<file path="config.mk">
export PLATFORM = sky130hd
export DESIGN_NAME = four_level_interrupt_controller
export DESIGN_NICKNAME = d
export VERILOG_FILES = /design/src/logic/irq_ctrl_pkg.sv /design/src/logic/four_level_interrupt_controller.sv
export SDC_FILE = /design/constraint.sdc
export NUM_CORES = 1
export LEC_CHECK = 0
export ABC_AREA = 1
export BUFFER_PORTS_ARGS = -buffer_cell sky130_fd_sc_hd__buf_2
export CAP_MARGIN = 20
export CORE_MARGIN = 2
export CORE_UTILIZATION = 28
export CTS_CLUSTER_SIZE = 24
export DETAILED_ROUTE_END_ITERATION = 8
export SLEW_MARGIN = 20
export SYNTH_ARGS = -nofsm -noshare
export SYNTH_HDL_FRONTEND = slang
export SYNTH_SLANG_ARGS = --single-unit
</file>
<file path="constraint.sdc">
create_clock -name ref_clk -period 17.8 [get_ports ref_clk]
set_input_delay 3.56 -clock ref_clk [delete_from_list [all_inputs] [get_ports ref_clk]]
set_output_delay 3.56 -clock ref_clk [all_outputs]
set_load 0.02 [all_outputs]
</file>
<file path="src/logic/irq_ctrl_pkg.sv">
package irq_ctrl_pkg;
   localparam int NUM_SRC = 16;
   // register offsets (plain port address space)
   localparam logic [7:0] INTERRUPT_ENABLE_OFFSET = 8'hA8;
   localparam logic [7:0] TIMER_EXT_IRQ_CONTROL_OFFSET = 8'h88;
   localparam logic [7:0] EXT_IRQ_CONTROL_OFFSET = 8'hC0;
   localparam logic [7:0] EXT_ENABLE_1_OFFSET = 8'hAD;
   localparam logic [7:0] EXT_ENABLE_2_OFFSET = 8'hA5;
   localparam logic [7:0] PRIO_LOW_0_OFFSET = 8'hB8;
   localparam logic [7:0] PRIO_HIGH_0_OFFSET = 8'hB7;
   localparam logic [7:0] PRIO_LOW_1_OFFSET = 8'hAE;
   localparam logic [7:0] PRIO_HIGH_1_OFFSET = 8'hAF;
   localparam logic [7:0] PRIO_LOW_2_OFFSET = 8'hF8;
   localparam logic [7:0] PRIO_HIGH_2_OFFSET = 8'hF7;
   localparam logic [7:0] AUX_CONTROL_0_OFFSET = 8'hA1;
   localparam logic [7:0] PENDING_LOW_OFFSET = 8'hE0;
   localparam logic [7:0] PENDING_HIGH_OFFSET = 8'hE1;
   localparam logic [7:0] STATUS_OFFSET = 8'hE2;
   // field positions
   localparam int GLOBAL_EN_BIT = 7;
   localparam int IE_RESERVED_BIT = 6;
   localparam int TC_IE1_BIT = 3;
   localparam int TC_IT1_BIT = 2;
   localparam int TC_IE0_BIT = 1;
   localparam int TC_IT0_BIT = 0;
   localparam int XC_POL3_BIT = 7;
   localparam int XC_EN3_BIT = 6;
   localparam int XC_FLAG3_BIT = 5;
   localparam int XC_TYPE3_BIT = 4;
   localparam int XC_POL2_BIT = 3;
   localparam int XC_EN2_BIT = 2;
   localparam int XC_FLAG2_BIT = 1;
   localparam int XC_TYPE2_BIT = 0;
   localparam int AUX_POL0_BIT = 0;
   localparam int AUX_POL1_BIT = 1;
   // source indices, 0-based, in polling order
   localparam int SRC_EXT0 = 0;
   localparam int SRC_TMR0 = 1;
   localparam int SRC_EXT1 = 2;
   localparam int SRC_TMR1 = 3;
   localparam int SRC_EXT2 = 6;
   localparam int SRC_EXT3 = 7;
   // priority patterns {high,low}
   localparam logic [1:0] PRIO_LEVEL1 = 2'h3;
   localparam logic [1:0] PRIO_LEVEL4 = 2'h0;
   localparam logic [7:0] RESET_BYTE = 8'h00;

   typedef enum logic [2:0] {
      ST_RUN = 3'h1,
      ST_HOLD = 3'h2,
      ST_CALL = 3'h4
   } vec_state_t;

   typedef struct packed {
      logic [7:0] addr;
      logic [7:0] wdata;
      logic wr;
      logic rd;
   } reg_req_t;

   typedef struct packed {
      logic last_cycle;
      logic return_from_interrupt;
      logic power_down;
   } cpu_status_t;

   typedef struct packed {
      logic [7:0] irq_en;
      logic [7:0] timer_ext_irq_control;
      logic [7:0] ext_irq_control_reg;
      logic [7:0] ext_enable_reg_1;
      logic ext_enable_reg_2;
      logic [7:0] pl0;
      logic [7:0] ph0;
      logic [7:0] pl1;
      logic [7:0] ph1;
      logic pl2;
      logic ph2;
      logic [1:0] aux;
      logic [3:0] ext_prev;
      logic [NUM_SRC-1:0] sample;
      logic [3:0] active;
      logic hold;
      vec_state_t state;
      logic call;
      logic [3:0] vec_idx;
      logic [7:0] rdata;
   } ctrl_state_t;
endpackage

</file>
<file path="src/logic/four_level_interrupt_controller.sv">
`timescale 1ns/1ps
// How it works
// - global enable cleared suppresses every call regardless of source enables; wake ignores it
// - with global enable set, each source gated by its own enable bit
// - enables: main register bits 0-5, extended 1 bits 0-6, extended 2 bit 0, control
// - two-bit priority high/low; 11 highest level, 00 lowest level
// - lower-level request never preempts a running higher-level routine
// - simultaneous different levels: higher level vectored first
// - equal level: fixed polling order, source 1 first, source 16 last
// - flags sampled each cycle, polled next cycle, call issued unless blocked
// - call withheld while equal or higher level is in service
// - call only on final cycle of the current instruction
// - after return or a write to enable, extended enable 1 or priority 0/1 registers, one instruction runs before vectoring
// - in power-down, edge-configured external inputs act level-sensitive
// - polarity bits of inputs 2 and 3: set high/rising, clear low/falling
// - inputs 0,1: type 0 level, type 1 edge; polarity bit picks sense
// - external 0/1 flags set on detection, auto-cleared on entry if edge
// - external 0-3 flags settable and clearable by software; peripheral flags come in on periph_flag, pending registers read-only
// - peripheral flags other than timers 0/1 and external not cleared on vectoring
// - in idle/power-down, inputs 2/3 set flag and wake only when enabled
module four_level_interrupt_controller
   import irq_ctrl_pkg::*;
(
   input wire logic ref_clk, // system clock
   input wire logic rst_n, // async reset
   input wire reg_req_t req, // register port request
   output logic [7:0] rdata, // read data, one cycle after strobe
   input wire cpu_status_t cpu, // core status
   input wire logic idle, // core in idle mode
   input wire logic [3:0] ext_in, // external pins ext_irq_input_0..3
   input wire logic [NUM_SRC-1:0] periph_flag, // peripheral flags (ext entries unused)
   output logic [NUM_SRC-1:0] hw_clear, // pulse: clear timer 0/1 flag on entry
   output logic call, // hardware_long_call pulse
   output logic [3:0] vec_idx, // vectored source index
   output logic wake // wake request for idle/power-down
);
   ctrl_state_t s_reg, s_next;
   logic [NUM_SRC-1:0] flags, en, ph, pl;
   logic [1:0] lvl [NUM_SRC];
   logic [3:0] ext_level_hit, ext_edge_hit, ext_detect, ext_type, ext_pol;
   logic [NUM_SRC-1:0] bidder;
   logic [1:0] best_lvl;
   logic [3:0] best_idx;
   logic found, cfg_write;

   // per-source enables, priority bits and hardware flags
   always_comb begin
      en = {s_reg.ext_enable_reg_2, s_reg.ext_enable_reg_1[6:0], s_reg.ext_irq_control_reg[XC_EN3_BIT], s_reg.ext_irq_control_reg[XC_EN2_BIT], s_reg.irq_en[5:0]};
      pl = {s_reg.pl2, s_reg.pl1[6:0], s_reg.pl0[7:6], s_reg.pl0[5:0]};
      ph = {s_reg.ph2, s_reg.ph1[6:0], s_reg.ph0[7:6], s_reg.ph0[5:0]};
      flags = periph_flag;
      flags[SRC_EXT0] = s_reg.timer_ext_irq_control[TC_IE0_BIT];
      flags[SRC_EXT1] = s_reg.timer_ext_irq_control[TC_IE1_BIT];
      flags[SRC_EXT2] = s_reg.ext_irq_control_reg[XC_FLAG2_BIT];
      flags[SRC_EXT3] = s_reg.ext_irq_control_reg[XC_FLAG3_BIT];
      ext_type = {s_reg.ext_irq_control_reg[XC_TYPE3_BIT], s_reg.ext_irq_control_reg[XC_TYPE2_BIT],
                  s_reg.timer_ext_irq_control[TC_IT1_BIT], s_reg.timer_ext_irq_control[TC_IT0_BIT]};
      ext_pol = {s_reg.ext_irq_control_reg[XC_POL3_BIT], s_reg.ext_irq_control_reg[XC_POL2_BIT], s_reg.aux};
   end

   // detection per input; power-down forces level mode since no edges may be seen
   genvar g;
   generate
      for (g = 0; g < 4; g++) begin : g_ext
         assign ext_level_hit[g] = ext_in[g] == ext_pol[g];
         assign ext_edge_hit[g] = (ext_in[g] == ext_pol[g]) && (s_reg.ext_prev[g] != ext_pol[g]);
         assign ext_detect[g] = (ext_type[g] && !cpu.power_down) ? ext_edge_hit[g] : ext_level_hit[g];
      end
      for (g = 0; g < NUM_SRC; g++) begin : g_lvl
         assign lvl[g] = {ph[g], pl[g]};
         assign bidder[g] = s_reg.sample[g] && en[g] && s_reg.irq_en[GLOBAL_EN_BIT];
      end
   endgenerate

   // best bidder: higher level wins, ties resolved by lowest index
   always_comb begin
      best_lvl = PRIO_LEVEL4;
      best_idx = 4'h0;
      found = 1'b0;
      for (int i = 0; i < NUM_SRC; i++) begin
         if (bidder[i] && (!found || lvl[i] > best_lvl)) begin
            found = 1'b1;
            best_lvl = lvl[i];
            best_idx = 4'(i);
         end
      end
   end

   assign cfg_write = req.wr && (req.addr == INTERRUPT_ENABLE_OFFSET || req.addr == EXT_ENABLE_1_OFFSET ||
      req.addr == PRIO_LOW_0_OFFSET || req.addr == PRIO_HIGH_0_OFFSET ||
      req.addr == PRIO_LOW_1_OFFSET || req.addr == PRIO_HIGH_1_OFFSET);

   // next-state logic: register writes, flag updates, vectoring
   always_comb begin
      logic [3:0] higher;
      logic block;
      higher = 4'h0;
      block = 1'b0;
      s_next = s_reg;
      s_next.call = 1'b0;
      s_next.ext_prev = ext_in;
      s_next.sample = flags;
      // register writes
      if (req.wr) begin
         case (req.addr)
            INTERRUPT_ENABLE_OFFSET: s_next.irq_en = req.wdata;
            TIMER_EXT_IRQ_CONTROL_OFFSET: s_next.timer_ext_irq_control = req.wdata;
            EXT_IRQ_CONTROL_OFFSET: s_next.ext_irq_control_reg = req.wdata;
            EXT_ENABLE_1_OFFSET: s_next.ext_enable_reg_1 = {1'b0, req.wdata[6:0]};
            EXT_ENABLE_2_OFFSET: s_next.ext_enable_reg_2 = req.wdata[0];
            PRIO_LOW_0_OFFSET: s_next.pl0 = req.wdata;
            PRIO_HIGH_0_OFFSET: s_next.ph0 = req.wdata;
            PRIO_LOW_1_OFFSET: s_next.pl1 = {1'b0, req.wdata[6:0]};
            PRIO_HIGH_1_OFFSET: s_next.ph1 = {1'b0, req.wdata[6:0]};
            PRIO_LOW_2_OFFSET: s_next.pl2 = req.wdata[0];
            PRIO_HIGH_2_OFFSET: s_next.ph2 = req.wdata[0];
            AUX_CONTROL_0_OFFSET: s_next.aux = req.wdata[1:0];
            default: ;
         endcase
      end
      // auto-clear of edge flags on entry, before hardware set so a new edge wins
      if (s_reg.call) begin
         if (s_reg.vec_idx == 4'(SRC_EXT0) && s_reg.timer_ext_irq_control[TC_IT0_BIT])
            s_next.timer_ext_irq_control[TC_IE0_BIT] = 1'b0;
         if (s_reg.vec_idx == 4'(SRC_EXT1) && s_reg.timer_ext_irq_control[TC_IT1_BIT])
            s_next.timer_ext_irq_control[TC_IE1_BIT] = 1'b0;
         if (s_reg.vec_idx == 4'(SRC_EXT2) && s_reg.ext_irq_control_reg[XC_TYPE2_BIT])
            s_next.ext_irq_control_reg[XC_FLAG2_BIT] = 1'b0;
         if (s_reg.vec_idx == 4'(SRC_EXT3) && s_reg.ext_irq_control_reg[XC_TYPE3_BIT])
            s_next.ext_irq_control_reg[XC_FLAG3_BIT] = 1'b0;
      end
      // level mode: flag follows the pin, cleared only by the source going inactive
      for (int k = 0; k < 2; k++) begin
         if (ext_detect[k])
            s_next.timer_ext_irq_control[k == 0 ? TC_IE0_BIT : TC_IE1_BIT] = 1'b1;
         else if (!ext_type[k] && !(req.wr && req.addr == TIMER_EXT_IRQ_CONTROL_OFFSET))
            s_next.timer_ext_irq_control[k == 0 ? TC_IE0_BIT : TC_IE1_BIT] = 1'b0;
      end
      // inputs 2 and 3 only set their flag in low power when enabled
      if (ext_detect[2] && (!(idle || cpu.power_down) || s_reg.ext_irq_control_reg[XC_EN2_BIT]))
         s_next.ext_irq_control_reg[XC_FLAG2_BIT] = 1'b1;
      if (ext_detect[3] && (!(idle || cpu.power_down) || s_reg.ext_irq_control_reg[XC_EN3_BIT]))
         s_next.ext_irq_control_reg[XC_FLAG3_BIT] = 1'b1;
      // return from interrupt releases the highest level in progress
      if (cpu.return_from_interrupt) begin
         if (s_reg.active[3]) s_next.active[3] = 1'b0;
         else if (s_reg.active[2]) s_next.active[2] = 1'b0;
         else if (s_reg.active[1]) s_next.active[1] = 1'b0;
         else s_next.active[0] = 1'b0;
      end
      // block condition 3 holds until an instruction has completed
      if (cfg_write || cpu.return_from_interrupt)
         s_next.hold = 1'b1;
      else if (cpu.last_cycle && s_reg.state == ST_HOLD)
         s_next.hold = 1'b0;
      for (int l = 0; l < 4; l++) begin
         if (l >= int'(best_lvl) && s_reg.active[l])
            higher[l] = 1'b1;
      end
      block = (|higher) || !cpu.last_cycle || s_reg.hold || cfg_write || cpu.return_from_interrupt;
      case (s_reg.state)
         ST_RUN: begin
            if (s_reg.hold) s_next.state = ST_HOLD;
            else if (found && !block) begin
               s_next.call = 1'b1;
               s_next.vec_idx = best_idx;
               s_next.active[best_lvl] = 1'b1;
               s_next.state = ST_CALL;
            end
         end
         ST_HOLD: begin
            if (!s_next.hold) s_next.state = ST_RUN;
         end
         ST_CALL: s_next.state = ST_RUN; // one call per entry
         default: s_next.state = ST_RUN;
      endcase
      if (s_reg.hold && s_reg.state == ST_RUN) s_next.state = ST_HOLD;
      // read data
      s_next.rdata = RESET_BYTE;
      if (req.rd) begin
         case (req.addr)
            INTERRUPT_ENABLE_OFFSET: s_next.rdata = s_reg.irq_en & ~(8'h01 << IE_RESERVED_BIT);
            TIMER_EXT_IRQ_CONTROL_OFFSET: s_next.rdata = s_reg.timer_ext_irq_control;
            EXT_IRQ_CONTROL_OFFSET: s_next.rdata = s_reg.ext_irq_control_reg;
            EXT_ENABLE_1_OFFSET: s_next.rdata = s_reg.ext_enable_reg_1;
            EXT_ENABLE_2_OFFSET: s_next.rdata = {7'h00, s_reg.ext_enable_reg_2};
            PRIO_LOW_0_OFFSET: s_next.rdata = s_reg.pl0;
            PRIO_HIGH_0_OFFSET: s_next.rdata = s_reg.ph0;
            PRIO_LOW_1_OFFSET: s_next.rdata = s_reg.pl1;
            PRIO_HIGH_1_OFFSET: s_next.rdata = s_reg.ph1;
            PRIO_LOW_2_OFFSET: s_next.rdata = {7'h00, s_reg.pl2};
            PRIO_HIGH_2_OFFSET: s_next.rdata = {7'h00, s_reg.ph2};
            AUX_CONTROL_0_OFFSET: s_next.rdata = {6'h00, s_reg.aux};
            PENDING_LOW_OFFSET: s_next.rdata = s_reg.sample[7:0];
            PENDING_HIGH_OFFSET: s_next.rdata = s_reg.sample[15:8];
            STATUS_OFFSET: s_next.rdata = {s_reg.active, s_reg.vec_idx};
            default: s_next.rdata = RESET_BYTE;
         endcase
      end
   end

   // single state register
   always_ff @(posedge ref_clk or negedge rst_n) begin
      if (!rst_n) begin
         s_reg <= '0;
         s_reg.state <= ST_RUN;
      end else begin
         s_reg <= s_next;
      end
   end

   // outputs; the clear pulse lets peripherals drop timer 0/1 flags on entry
   always_comb begin
      hw_clear = '0;
      if (s_reg.call && (s_reg.vec_idx == 4'(SRC_TMR0) || s_reg.vec_idx == 4'(SRC_TMR1)))
         hw_clear[s_reg.vec_idx] = 1'b1;
   end
   assign call = s_reg.call;
   assign vec_idx = s_reg.vec_idx;
   assign rdata = s_reg.rdata;
   assign wake = |(s_reg.sample & en);
endmodule

</file>
==> summary.md, run 1 <==
| Metric | Value |
|---|---|
| Syn Inst Count | about 880 |
| Worst hold margin | 403 ps |
| Routed vias/inst | ~4.8 |
| CP Capture Type | flop |
| CTS max path bufs | 2 |
| CTS tree | built |
| Hold/Removal Path Class | flop to flop |
| Via count | 5,996 |
| Final count of hold timing violations | 0 |
| Reg2reg end | vec_idx[1] |
| ANT cells | 0 |
| Share of layout cells above drive strength 1 | between 15 and 20% |
| Status | finished, final reports clean |
| DR DRC count | 0 |
| Clk pin slew, worst setup/hold paths | roughly 80 ps |
| Cell mode on critical path | nand2_1 |
| Critical path's largest stage delay | ~470 ps |
| Htree depth | 3 |
| Post-synth ARST share | 100% |
| Num rows | 56 |
| Mux cell area share after synthesis | 0% |
| Nets | roughly 1,000 |
| Clock skew | roughly 11 ps |
| Die area | between 20,000 and 25,000 µm² |
| Remaining Overflow, GRT | 0 |
| Die Y | between 150 and 200 µm |
| R2R Path Start | s_reg[109] |
| Core area | 23,300 µm² |
| Slew Viols, Final | 0 |
| F_max | 62.3 MHz |
| Pleak | between 0.003 and 0.004 µW |
| Post-synth EDFFs | 0 |
| Min cycle time layout | roughly 16,000 ps |
| ANT nets after route | 0 |
| Die W | ~160 µm |
| Wire per inst | approximately 16 µm |
| Gpl congestion | 0.926 |
| Later-pin clock latency in the skew report | 360 ps |
| XOR/XNOR Fraction of Synth Area | less than 1% |
| Fin util | between 30% and 40% |
| Sequential share of the synthesized area | 40.4% |
| Worst EP required | roughly 18,000 ps |
| Post-DP HPWL | between 15,000 and 20,000 µm |
| Maxcap violations | 0 |
| Min-delay src | flags[6] |
| Pre-Repair DR Iteration Count | 5 |
| Synth Area in Compound Gates | around 14% |
| Max VDD drop | slightly below 0.05 mV |
| Kind of critical path | flop to flop |
| Worst EP arrival | about 16,000 ps |
| Wire length on met3 | between 1000 and 1500 µm |
| Final setup vio count | 0 |
| Ys Warns | 0 |
| Sw Share | roughly 29% |
| Main synth FF type | dfrtp_1 |
| Post-synthesis simple-gate area fraction | between 30 and 40% |
| Largest family of logic cells by synthesized area | simple AND/OR/NAND/NOR gates |
| Initial antenna violation count | 0 |
| Worst Hold End | s_reg[27] |
| Critical Path Source Type | flop |
| Io pins | between 70 and 80 |
| First-pass GRT wire length | ~31,000 µm |
| Relative slew slack | between 40 and 50% |
| Largest net degree at the start of global routing | 64 |
| Clock Root Buffer | clkbuf_16 |
| Clock power frac | about 38% |
| Initial Utilization | between 20% and 30% |
| Yosys cell types | 43 |
| PwrDens | 71.7 nW/µm² |
| Max layer used | met4 |
| GRT Util Overall | approximately 16% |
| Comb pwr share | roughly 12% |
| Worst Max-Slew Pin Slew | approximately 800 ps |
| P_sw | roughly 160 µW |
| Area Growth Syn to Fin | 12.6% |
| Critical Path Fanout Max | 8 |
| Register-to-register setup slack | around 1800 ps |
| Hold depth | 0 |
| Vias in the first global route | 5,758 |
| Syn_area_per_cell | between 7 and 8 µm² |
| Post-synthesis adder-cell area fraction | ~4.2% |
| R2R cell count | 120 |
| Clock sinks | around 110 |
| CTS buffer count | 9 |
| Final Cycle Share | approximately nine tenths |
| Post-Route WL | roughly 20,000 µm |
| Cell area after synthesis | 6580 µm² |
| Sequential share of power | about half |
| Post-CTS Setup Repair Bufs | 0 |
| Met2 wire length | between 8000 and 9000 µm |
| DRT iter0 DRCs | around 460 |
| #FFs+latches synth | around 110 |
| M1 wire length | around 9000 µm |
| Pint | about 380 µW |
| Max FFs per register | 33 |
| PortBufs | 55 |
| Slowest CP cell | dfrtp_2 |
[area by class of cell]
cell class,count,area [µm²]
Tap cell,319,399
Clock inverter,6,61.3
Multi-Input combinational cell,640,3320
Fill cell,2557,15900
Sequential cell,106,2660
Inverter,114,428
Clock buffer,10,239
Timing Repair Buffer,59,308
[logic make-up (layout without fill, tap and decap cells)]
| group | count (synthesis) | in the layout |
|---|---|---|
| simple gates | 437 | 437 |
| xor+xnor | 2 | 2 |
| buf+inv | 151 | 189 |
| flops | 106 | 106 |
| compound gates | 165 | 165 |
| other cells | 1 | 14 |
| fa+ha+maj | 22 | 22 |
[metal layers]
metal	vias up	GRT usage, %
met2	193	25.6
li1	2961	-
met4	0	5.71
met3	31	2.97
met5	-	0
met1	2811	23.0
[worst max-delay path by stage]
stage	start	to	slack, ps	cells after the start
global route	s_reg[109]	vec_idx[1]	-5	119
floorplan	s_reg[109]	vec_idx[0]	3000	117
global placement	s_reg[109]	vec_idx[3]	1190	117
detailed placement	s_reg[109]	vec_idx[0]	940	116
finish	s_reg[109]	vec_idx[1]	1750	120
CTS	s_reg[109]	vec_idx[0]	860	116
[cell usage in the layout (no fill, tap or decap), types with 14 or more instances in the layout]
master	synthesis	layout
nor2_1	75	75
nand4_1	17	17
nand2_1	221	220
buf_2	1	54
conb_1	1	14
dfrtp_1	105	104
ha_1	22	22
nand3_1	49	48
o21ai_0	105	98
inv_1	110	110
nand3_2	14	15
a21oi_1	15	15
nand2_2	28	29
nor3_1	19	18
[Yosys cell counts (2+ instances only)]
master / instances / area (µm²)
nand2_1: 221 / 830
inv_1: 110 / 413
dfrtp_1: 105 / 2630
o21ai_0: 105 / 526
nor2_1: 75 / 282
nand3_1: 49 / 245
nand2_2: 28 / 175
buf_4: 26 / 195
ha_1: 22 / 275
nor3_1: 19 / 95.1
nand4_1: 17 / 106
a21oi_1: 15 / 75.1
nand3_2: 14 / 140
o22ai_1: 13 / 81.3
clkbuf_1: 9 / 33.8
o211ai_1: 7 / 52.6
o31ai_1: 7 / 52.6
a31oi_1: 5 / 31.3
inv_2: 4 / 15.0
a221oi_1: 3 / 26.3
nand2_4: 3 / 33.8
a41oi_1: 2 / 17.5
and2_2: 2 / 15.0
nor2_2: 2 / 12.5
nor4_1: 2 / 12.5
o21ai_1: 2 / 10.0
[stage by stage]
stage               cells  power (µW)  TNS [ps]  cell area, µm²  setup slack, ps
floorplan             897         309         0            6630             3000
global placement     1238         333         0            7080             1190
detailed placement   1238         335         0            7080              943
CTS                  1254         536         0            7380              856
global route         1254         558     -5.17            7410            -5.17
finish               1254         531         0            7410             1750
[worst max-delay path: cells and delay by family (launching register included)]
kind                       cells  cell delay [ps]
DFF                            1              470
and+or+nand+nor               67             6040
AOI/OAI and AO/OA             23             4150
adders and majority gates     15             4180
buffers and inverters         15             1050
[timing repair]
item	in CTS	in global routing
hold buffers	0	0
endpoints found under the setup margin	0	11
resized for setup	0	12
[power by group through the flow]
stage / clock (µW) / sequential (µW) / combinational, µW
global route: 216 / 266 / 76.1
CTS: 206 / 264 / 66.3
detailed placement: 0 / 269 / 66.1
global placement: 0 / 268 / 65.0
finish: 201 / 264 / 65.9
floorplan: 0 / 265 / 43.9
Note: power is estimated with default switching activity, not from simulation.
==> run 2: changes to the inputs <==
Settings changed: GPL_TIMING_DRIVEN set to 0.
==> run 2 against run 1 <==
Against the previous run:
- sequential power about the same
- final area up 4.2%
- utilization up 1.3 points
- non-clock buffer count up 37
- sequential share of layout area down 1.4 points
- critical path type unchanged
==> summary.md, run 2 (same netlist as run 1, synthesis figures left out) <==
| Metric | Value |
|---|---|
| Status | finished, final reports clean |
| Cell mode on critical path | nand2_1 |
| Vias in the first global route | between 5,000 and 6,000 |
| Worst EP arrival | roughly 16,000 ps |
| Area Growth Syn to Fin | 17.3% |
| GRT Util Overall | between 15 and 20% |
| Maxcap violations | 0 |
| Min cycle time layout | between 15,000 and 20,000 ps |
| First-pass GRT wire length | 31,400 µm |
| Die area | approximately 25,000 µm² |
| Clock sinks | approximately 110 |
| Fillers | about 2,500 |
| Critical Path Source Type | flop |
| R2R cell count | around 120 |
| ANT nets after route | 0 |
| Nets | 1,033 |
| Setup TNS Final | 0 ps |
| DRT iter0 DRCs | 472 |
| Total power | 562 µW |
| Later-pin clock latency in the skew report | about 360 ps |
| Gpl congestion | about 0.95 |
| Clock Root Buffer | clkbuf_16 |
| CTS Hold Buffers Added | 0 |
| Core area | between 20,000 and 25,000 µm² |
| Layout Cells excl Fill | approximately 1,300 |
| Wire per inst | between 15 and 20 µm |
| ANT cells | 0 |
| Io pins | between 70 and 80 |
| CP Capture Type | flop |
| Slew Viols, Final | 0 |
| Clk pin slew, worst setup/hold paths | 80 ps |
| Num rows | 56 |
| Pleak | between 0.003 and 0.004 µW |
| Largest net degree at the start of global routing | 78 |
| Critical Path Fanout Max | 9 |
| Hold/Removal Path Class | flop to flop |
| Htree depth | 3 |
| Relative slew slack | a little under a third |
| Final Cycle Share | between 80% and 90% |
| Initial antenna violation count | 0 |
| Via count | approximately 6,200 |
| Placed Instances | between 1,000 and 1,500 |
| Max FFs per register | 33 |
| Slowest CP cell | dfrtp_2 |
| Kind of critical path | flop to flop |
| Final setup vio count | 0 |
| Cell Area, Placed | 7330 µm² |
| Pre-CTS setup slack | between 700 and 800 ps |
| CTS buffer count | 9 |
| F_max | 62.5 MHz |
| Worst EP required | around 18,000 ps |
| Post-route design area | a little under 8000 µm² |
| PwrDens | around 73 nW/µm² |
| Routed vias/inst | 4.77 |
| Worst setup margin | between 1500 and 2000 ps |
| Remaining Overflow, GRT | 0 |
| Pre-Repair DR Iteration Count | 6 |
| Hold depth | 0 |
| CTS tree | built |
| Clock skew | about 13 ps |
| Max VDD drop | just over 0.05 mV |
| Post-Route WL | approximately 20,000 µm |
| Most common cell after layout, fill and taps aside | nand2_1 |
| Worst Max-Slew Pin Slew | between 1000 and 1500 ps |
| Post-DP HPWL | 15,700 µm |
| Final count of hold timing violations | 0 |
| PortBufs | 55 |
| Die W | 157 µm |
| CTS max path bufs | 2 |
| Share of layout cells above drive strength 1 | ~17% |
| Most frequent cells in the layout | 219 x nand2_1, 110 x inv_1, 104 x dfrtp_1 |
| Initial Utilization | between 20% and 30% |
| Die Y | about 160 µm |
| DR DRC count | 0 |
| Critical path's largest stage delay | 420 ps |
-- run 2: worst paths after layout --
check,start,endpoint,slack [ps]
max reg2reg,s_reg[109],vec_idx[3],1790
max in group asynchronous,rst_n,s_reg[109],14030
min,flags[6],s_reg[27],390
min reg2reg,flags[6],s_reg[27],390
min in group asynchronous,rst_n,s_reg[14],3060
max,s_reg[109],vec_idx[3],1790
-- run 2: repair_timing --
item                                    CTS  global route
gates resized for setup                   0            14
hold endpoints to repair                  0             0
buffers inserted                          0             3
endpoints found under the setup margin    0            11
-- run 2: final cells by class --
class | instances | area [µm²] | share of cell area [%]
Buffer | 37 | 248 | 3.21
Clock buffer | 9 | 225 | 2.92
Clock inverter | 7 | 116 | 1.51
Inverter | 114 | 428 | 5.55
Multi-Input combinational cell | 640 | 3310 | 42.9
Sequential cell | 106 | 2660 | 34.4
Tap cell | 319 | 399 | 5.17
Timing Repair Buffer | 59 | 332 | 4.30
-- run 2: per-stage QoR --
step                hold slack, ps  utilization, %
detailed placement             369            31.5
floorplan                      354               -
finish                         394            33.2
global route                   399            33.2
CTS                            386            33.0
global placement               365            31.4
-- run 2: worst max-delay path: cells and delay by family (launching register included) --
kind,cells,cell delay [ps]
buf+inv,14,1030
compound gates,22,4140
simple gates,67,6170
flops,1,420
fa+ha+maj,15,4160
-- run 2: power breakdown --
| part | leakage [µW] | internal, µW | switching (µW) |
|---|---|---|---|
| clock network | 0.000167 | 127 | 101 |
| registers | 0.00136 | 254 | 10.2 |
| logic | 0.00214 | 22.7 | 46.1 |
| total | 0.00366 | 404 | 158 |
-- run 2: routing by layer --
layer	GRT usage (%)	routed length [µm]	part of all wire (%)
met5	0	0	0
met4	5.02	471	2.4
met3	4.21	1480	7.4
met2	26.6	9250	46
met1	22.3	8810	44
